[config.mk]
export PLATFORM = sky130hd
export DESIGN_NAME = fsirq_ctrl
export DESIGN_NICKNAME = d
export VERILOG_FILES = /design/src/logic/fsirq_pkg.sv /design/src/logic/fsirq_ctrl.sv
export SDC_FILE = /design/constraint.sdc
export NUM_CORES = 1
export LEC_CHECK = 0
export BUFFER_PORTS_ARGS = -buffer_cell sky130_fd_sc_hd__buf_2
export CAP_MARGIN = 5
export CORE_MARGIN = 1
export CORE_UTILIZATION = 48
export DETAILED_ROUTE_END_ITERATION = 8
export GPL_ROUTABILITY_DRIVEN = 1
export PLACE_DENSITY = 0.86
export SETUP_SLACK_MARGIN = 0.5
export SLEW_MARGIN = 10
export SYNTH_ARGS = -nofsm -noshare
export SYNTH_HDL_FRONTEND = slang
export SYNTH_SLANG_ARGS = --single-unit
[constraint.sdc]
create_clock -name clk_sys_i -period 2.14 [get_ports clk_sys_i]
set_clock_uncertainty 0.1 [all_clocks]
set_input_delay 0.107 -clock clk_sys_i [delete_from_list [all_inputs] [get_ports clk_sys_i]]
set_output_delay 0.107 -clock clk_sys_i [all_outputs]
set_load 0.02 [all_outputs]
[src/logic/fsirq_pkg.sv]
`default_nettype none
package fsirq_pkg;
  // register offsets (byte addresses on the plain port)
  localparam logic [7:0] OFS_CTRL_LOW = 8'h0b;
  localparam logic [7:0] OFS_CTRL_HIGH = 8'h1e;
  // low control register fields
  localparam int LOW_GIE = 0;
  localparam int LOW_EXT_EN = 1;
  localparam int LOW_T0_EN = 2;
  localparam int LOW_T1_EN = 3;
  localparam int LOW_EXT_FLAG = 4;
  localparam int LOW_T0_FLAG = 5;
  localparam int LOW_T1_FLAG = 6;
  // high control register fields
  localparam int HIGH_T2_EN = 0;
  localparam int HIGH_T3_EN = 1;
  localparam int HIGH_T2_FLAG = 4;
  localparam int HIGH_T3_FLAG = 5;
  // writable masks; other bits read as zero
  localparam logic [7:0] LOW_MASK = 8'h7f;
  localparam logic [7:0] HIGH_MASK = 8'h33;
  // reset values
  localparam logic [7:0] LOW_RESET = 8'h00;
  localparam logic [7:0] HIGH_RESET = 8'h00;
  // number of sources and vectors, priority order
  localparam int NSRC = 5;
  localparam logic [7:0] VEC_EXT = 8'h04;
  localparam logic [7:0] VEC_T0 = 8'h08;
  localparam logic [7:0] VEC_T1 = 8'h0c;
  localparam logic [7:0] VEC_T2 = 8'h10;
  localparam logic [7:0] VEC_T3 = 8'h14;
  // register bus request bundle
  typedef struct packed {
    logic [7:0] addr;
    logic [7:0] wdata;
    logic wr;
    logic rd;
  } fsirq_bus_type;
  // acknowledge bundle toward the sequencer
  typedef struct packed {
    logic call;
    logic [7:0] vector;
  } fsirq_ack_type;
endpackage
`default_nettype wire

[src/logic/fsirq_ctrl.sv]
// The implementer's own choice: strobed register access.
`timescale 1ns/1ps
`default_nettype none
module fsirq_ctrl
  import fsirq_pkg::*;
#(
  parameter bit EXT_BOTH_EDGES = 1'b0 // 0: falling only, 1: either edge
)(
  input wire logic clk_sys_i, // 40 MHz system clock
  input wire logic rstn_i, // synchronous, active low
  input wire logic ce_i, // freezes all state when low
  input wire fsirq_pkg::fsirq_bus_type bus_i, // register port request
  output logic [7:0] rdata_o, // read data, cycle after read
  input wire logic ext_irq_n_i, // external request pin, async
  input wire logic [3:0] tmr_ovf_i, // timer overflow pulses
  input wire logic phase2_i, // second machine phase pulse
  input wire logic stack_full_i, // return stack has no room
  input wire logic irq_exit_i, // irq exit instruction executes
  output fsirq_pkg::fsirq_ack_type ack_o, // forced call and vector
  output logic push_pc_o // push program counter only
);
  import fsirq_pkg::*;

  logic [7:0] ctrl_low; // enables and flags, low
  logic [7:0] ctrl_high; // enables and flags, high
  logic ext_s1, ext_s2, ext_s3; // pin synchroniser and history
  logic ph_d; // previous phase level
  logic [7:0] rdata; // registered read data
  fsirq_ack_type ack; // registered acknowledge

  // pin synchroniser: first stage read only by the second
  always_ff @(posedge clk_sys_i)
  begin
    if (!rstn_i)
    begin
      ext_s1 <= 1'b1;
      ext_s2 <= 1'b1;
      ext_s3 <= 1'b1;
    end
    else if (ce_i)
    begin
      ext_s1 <= ext_irq_n_i;
      ext_s2 <= ext_s1;
      ext_s3 <= ext_s2;
    end
  end

  // edge detect on synchronised pin
  wire ext_fall = ext_s3 & ~ext_s2;
  wire ext_rise = ~ext_s3 & ext_s2;
  wire ext_edge = ext_fall | (EXT_BOTH_EDGES & ext_rise);

  // register decode
  wire wr_low = bus_i.wr & (bus_i.addr == OFS_CTRL_LOW);
  wire wr_high = bus_i.wr & (bus_i.addr == OFS_CTRL_HIGH);
  wire rd_low = bus_i.rd & (bus_i.addr == OFS_CTRL_LOW);
  wire rd_high = bus_i.rd & (bus_i.addr == OFS_CTRL_HIGH);

  // sample point: rising edge of phase 2
  wire ph_rise = phase2_i & ~ph_d;

  // per-source request flags and enables, priority order
  wire [NSRC-1:0] flags = {ctrl_high[HIGH_T3_FLAG], ctrl_high[HIGH_T2_FLAG],
    ctrl_low[LOW_T1_FLAG], ctrl_low[LOW_T0_FLAG], ctrl_low[LOW_EXT_FLAG]};
  wire [NSRC-1:0] enables = {ctrl_high[HIGH_T3_EN], ctrl_high[HIGH_T2_EN],
    ctrl_low[LOW_T1_EN], ctrl_low[LOW_T0_EN], ctrl_low[LOW_EXT_EN]};
  wire [NSRC-1:0] pend = flags & enables;
  wire gie = ctrl_low[LOW_GIE];

  // acknowledge when gie, room on the stack, an enabled pending flag and phase sample
  wire take = ph_rise & gie & ~stack_full_i & (|pend);

  // fixed priority select, lowest index wins
  wire [NSRC-1:0] grant = pend & (~pend + 5'd1);
  wire [7:0] vector = grant[0] ? VEC_EXT :
    grant[1] ? VEC_T0 :
    grant[2] ? VEC_T1 :
    grant[3] ? VEC_T2 :
    VEC_T3;

  // per-source set (hardware event) and clear (service)
  wire [NSRC-1:0] hw_set = {tmr_ovf_i, ext_edge};
  wire [NSRC-1:0] svc_clr = take ? grant : 5'h00;

  // next flag values: set wins over software or service clear
  logic [NSRC-1:0] sw_val; // software value of flags
  logic [NSRC-1:0] sw_wr; // flag written by software
  logic [NSRC-1:0] next_flags;
  assign sw_val = {bus_i.wdata[HIGH_T3_FLAG], bus_i.wdata[HIGH_T2_FLAG],
    bus_i.wdata[LOW_T1_FLAG], bus_i.wdata[LOW_T0_FLAG],
    bus_i.wdata[LOW_EXT_FLAG]};
  assign sw_wr = {wr_high, wr_high, wr_low, wr_low, wr_low};
  genvar g;
  generate
    for (g = 0; g < NSRC; g++)
    begin : g_flag
      // flag holds until serviced or cleared
      assign next_flags[g] = hw_set[g] |
        (~svc_clr[g] & (sw_wr[g] ? sw_val[g] : flags[g]));
    end
  endgenerate

  // global enable: exit sets, acknowledge clears, else software
  wire next_gie = irq_exit_i ? 1'b1 :
    take ? 1'b0 :
    wr_low ? bus_i.wdata[LOW_GIE] : gie;

  // enables written by software only
  wire [2:0] next_low_en = wr_low ? bus_i.wdata[LOW_T1_EN:LOW_EXT_EN]
    : ctrl_low[LOW_T1_EN:LOW_EXT_EN];
  wire [1:0] next_high_en = wr_high ? bus_i.wdata[HIGH_T3_EN:HIGH_T2_EN]
    : ctrl_high[HIGH_T3_EN:HIGH_T2_EN];

  // assembled next register images with reserved bits zero
  wire [7:0] next_low = LOW_MASK & {1'b0, next_flags[2:0],
    next_low_en, next_gie};
  wire [7:0] next_high = HIGH_MASK & {2'b00, next_flags[4:3], 2'b00,
    next_high_en};

  // read mux
  wire [7:0] next_rdata = rd_low ? ctrl_low :
    rd_high ? ctrl_high : 8'h00;

  // control registers
  always_ff @(posedge clk_sys_i)
  begin
    if (!rstn_i)
    begin
      ctrl_low <= LOW_RESET;
      ctrl_high <= HIGH_RESET;
    end
    else if (ce_i)
    begin
      ctrl_low <= next_low;
      ctrl_high <= next_high;
    end
  end

  // phase history, read data, acknowledge
  always_ff @(posedge clk_sys_i)
  begin
    if (!rstn_i)
    begin
      ph_d <= 1'b0;
      rdata <= 8'h00;
      ack <= '0;
    end
    else if (ce_i)
    begin
      ph_d <= phase2_i;
      rdata <= next_rdata;
      ack.call <= take;
      ack.vector <= take ? vector : ack.vector;
    end
  end

  assign rdata_o = rdata;
  assign ack_o = ack;
  assign push_pc_o = ack.call;
endmodule // fsirq_ctrl
`default_nettype wire

==> flow_summary.ini <==
[sta]
finalCriticalPeriod_ns = 1.72
drv_slew = 0
clock.fmax_mhz = 581
whs_ns = 0.00356
worst_slack_ns = 0.419
finalSetupViolCount = 0
period_share_pct = 80.4
rsz0062_at_grt = true
hold_violations = 0
fin_tns_setup_ns = 0

[drt]
firstDrtPassIters = 4
drc = 0
vias_per_cell = 5.96
num_vias = 1370
totalWireLength_um = 3540
ant_nets = 0
wire_per_inst_um = 15.4
met2_length_um = 1820
dr_wl_met3_um = 286
met1_length_um = 1330
top_layer = met4
detail_route.iter0.violations = 65

[power]
ir_worst_vdd_mv = 0.474
total_power_mw = 0.885
power_density_mw_per_mm2 = 518
leakagePower_nw = 0.756

[logic_synthesis]
synthFlopType = dfxtp_1
synth_cells = 149
synth_top_area_share_pct = 40.7
async_flop_share_pct = 0
synth_seq_cells = 26
synthTopCellsByArea = dfxtp_1, mux2i_1, nand2_1, buf_4, nor2_1
yosys_warnings = 0
synth_seq_area_share_pct = 40.7
synth_cell_type_count = 37
netlist_area_mm2 = 0.00128
postSynthAreaPerCell_um2 = 8.59
synth-edff-count = 0
synth.largest_area_cell = dfxtp_1

[global_routing]
antenna_found_initial = 0
grt.total_usage_pct = 26.1
grt_pass1_wl_um = 5430
grt_max_degree = 21
grt_pass1_vias = 1219
grt_overflow = 0

[setup_path]
cp-end-kind = register
path_max_fanout = 5
crit_slowest_cell = dfxtp_1
path_class = register to register
reg2regPathDepth = 6
regToRegSetupSlack_ns = 0.42
required_ns = 2.28
startpoint_type = register
worstPathArrival_ns = 1.86
path_cells = a222oi_1, buf_4, buf_6, nand2_2, o311ai_2, o21ai_1
slowest_delay_ns = 0.38

[die]
die_h_um = 53.6
placementRows = 18
die-area_mm2 = 0.00288
start_util_pct = 51.2
core_area_mm2 = 0.00250
io_pins = 47
die_w_um = 53.6

[placed_design]
port-buffer-count = 39
gp_congestion = 0.848
place_ws_ns = 0.356
dp_cells = 211
place_hpwl_um = 2210

[finish]
drive_gt1_share_pct = 32.0
stdcell_count = 230
diodes = 0
final_nets = 230
multiInputGateArea_um2 = 714
regArea_um2 = 526
fill_cells = 190
synthToLayoutAreaGrowth_pct = 33.5

[worst_hold_path]
hold_class = input port to register
min_path_cells = 3

[clock_tree]
cts_sinks = 26
root_buffer = clkbuf_4
path_clk_slew_ns = 0.14
h-tree-depth = 1
cts_buffers = 3
cts_buffer_depth = 2
clock_latency_ns = 0.33
cts_tree = yes

[outcome]
outcome = finished clean

[flow_run]
cap_violations = 0
[stage by stage]
stage / instance area [um^2] / utilization, %
finish: 1710 / 68.4
global route: 1710 / 68.4
CTS: 1650 / 65.9
detailed placement: 1470 / 59.0
global placement: 1470 / 59.0
floorplan: 1300 / -
[final timing paths]
| kind | startpoint | endpoint |
|---|---|---|
| max | ctrl_low[5] | ctrl_high[5] |
| min | bus_i[6] | ctrl_high[4] |
| max reg2reg | ctrl_low[5] | ctrl_high[5] |
| min reg2reg | ack_o[3] | ack_o[3] |
[area by class of cell]
class	instances	share of cell area, %
Clock buffer	4	2.12
Inverter	5	1.32
Multi-Input combinational cell	107	41.8
Sequential cell	26	30.7
Tap cell	30	2.20
Timing Repair Buffer	58	21.8
[power by group]
part	switching (mW)	internal (mW)	leakage, nW	total (mW)
registers	0.0145	0.496	0.212	0.510
clock network	0.147	0.104	0.0210	0.251
logic	0.0648	0.0590	0.522	0.124
[layout by cell type (no fill, tap or decap), types with 6 or more instances in the layout]
cell	count
a21oi_1	6
buf_2	39
buf_4	6
conb_1	6
dfxtp_1	24
dlygate4sd3_1	11
mux2i_1	11
nand2_1	19
nand3_1	6
nor2_1	11
o21ai_0	6
[synth_stat cells, drive strengths merged (3+ instances only)]
cell type,number
dfxtp,26
nand2,20
mux2i,11
nor2,11
buf,8
clkbuf,8
o21ai,8
nand3,7
a21oi,6
nand4,5
a22o,4
inv,4
a22oi,3
a32oi,3
[critical path, delay by kind of cell, from the launching register on]
kind,cells,cell delay [ns]
simple gates,1,0.06
compound gates,3,0.77
flops,1,0.38
buf+inv,2,0.32
[per-layer routing]
layer	global-route usage (%)	vias up
met5	0	-
met4	11.0	0
met3	4.52	11
met2	46.9	85
met1	30.1	638
li1	-	636
[timing repair]
action,4_1_cts,5_1_grt
resized for setup,2,14
hold endpoints to repair,11,0
buffers inserted,2,2
gates cloned,0,0
setup endpoints to repair,6,10
hold buffers,11,0
pin swaps,2,6
[cell families after synthesis]
| family | count (synthesis) | share of synthesized area [%] |
|---|---|---|
| and+or+nand+nor | 53 | 20.9 |
| AOI/OAI and AO/OA | 36 | 20.3 |
| DFF | 26 | 40.7 |
| buffers and inverters | 21 | 8.31 |
| muxes | 12 | 9.48 |
| other | 1 | 0.293 |
[registers in the layout, indices dropped and copies added, names as in the netlist]
name / count
ack_o: 3
ctrl_high: 4
ctrl_low: 7
ext_s1: 1
ext_s2: 1
ext_s3: 1
ph_d: 1
push_pc_o: 1
rdata_o: 7
No activity file was read; power rests on OpenSTA's default activity.
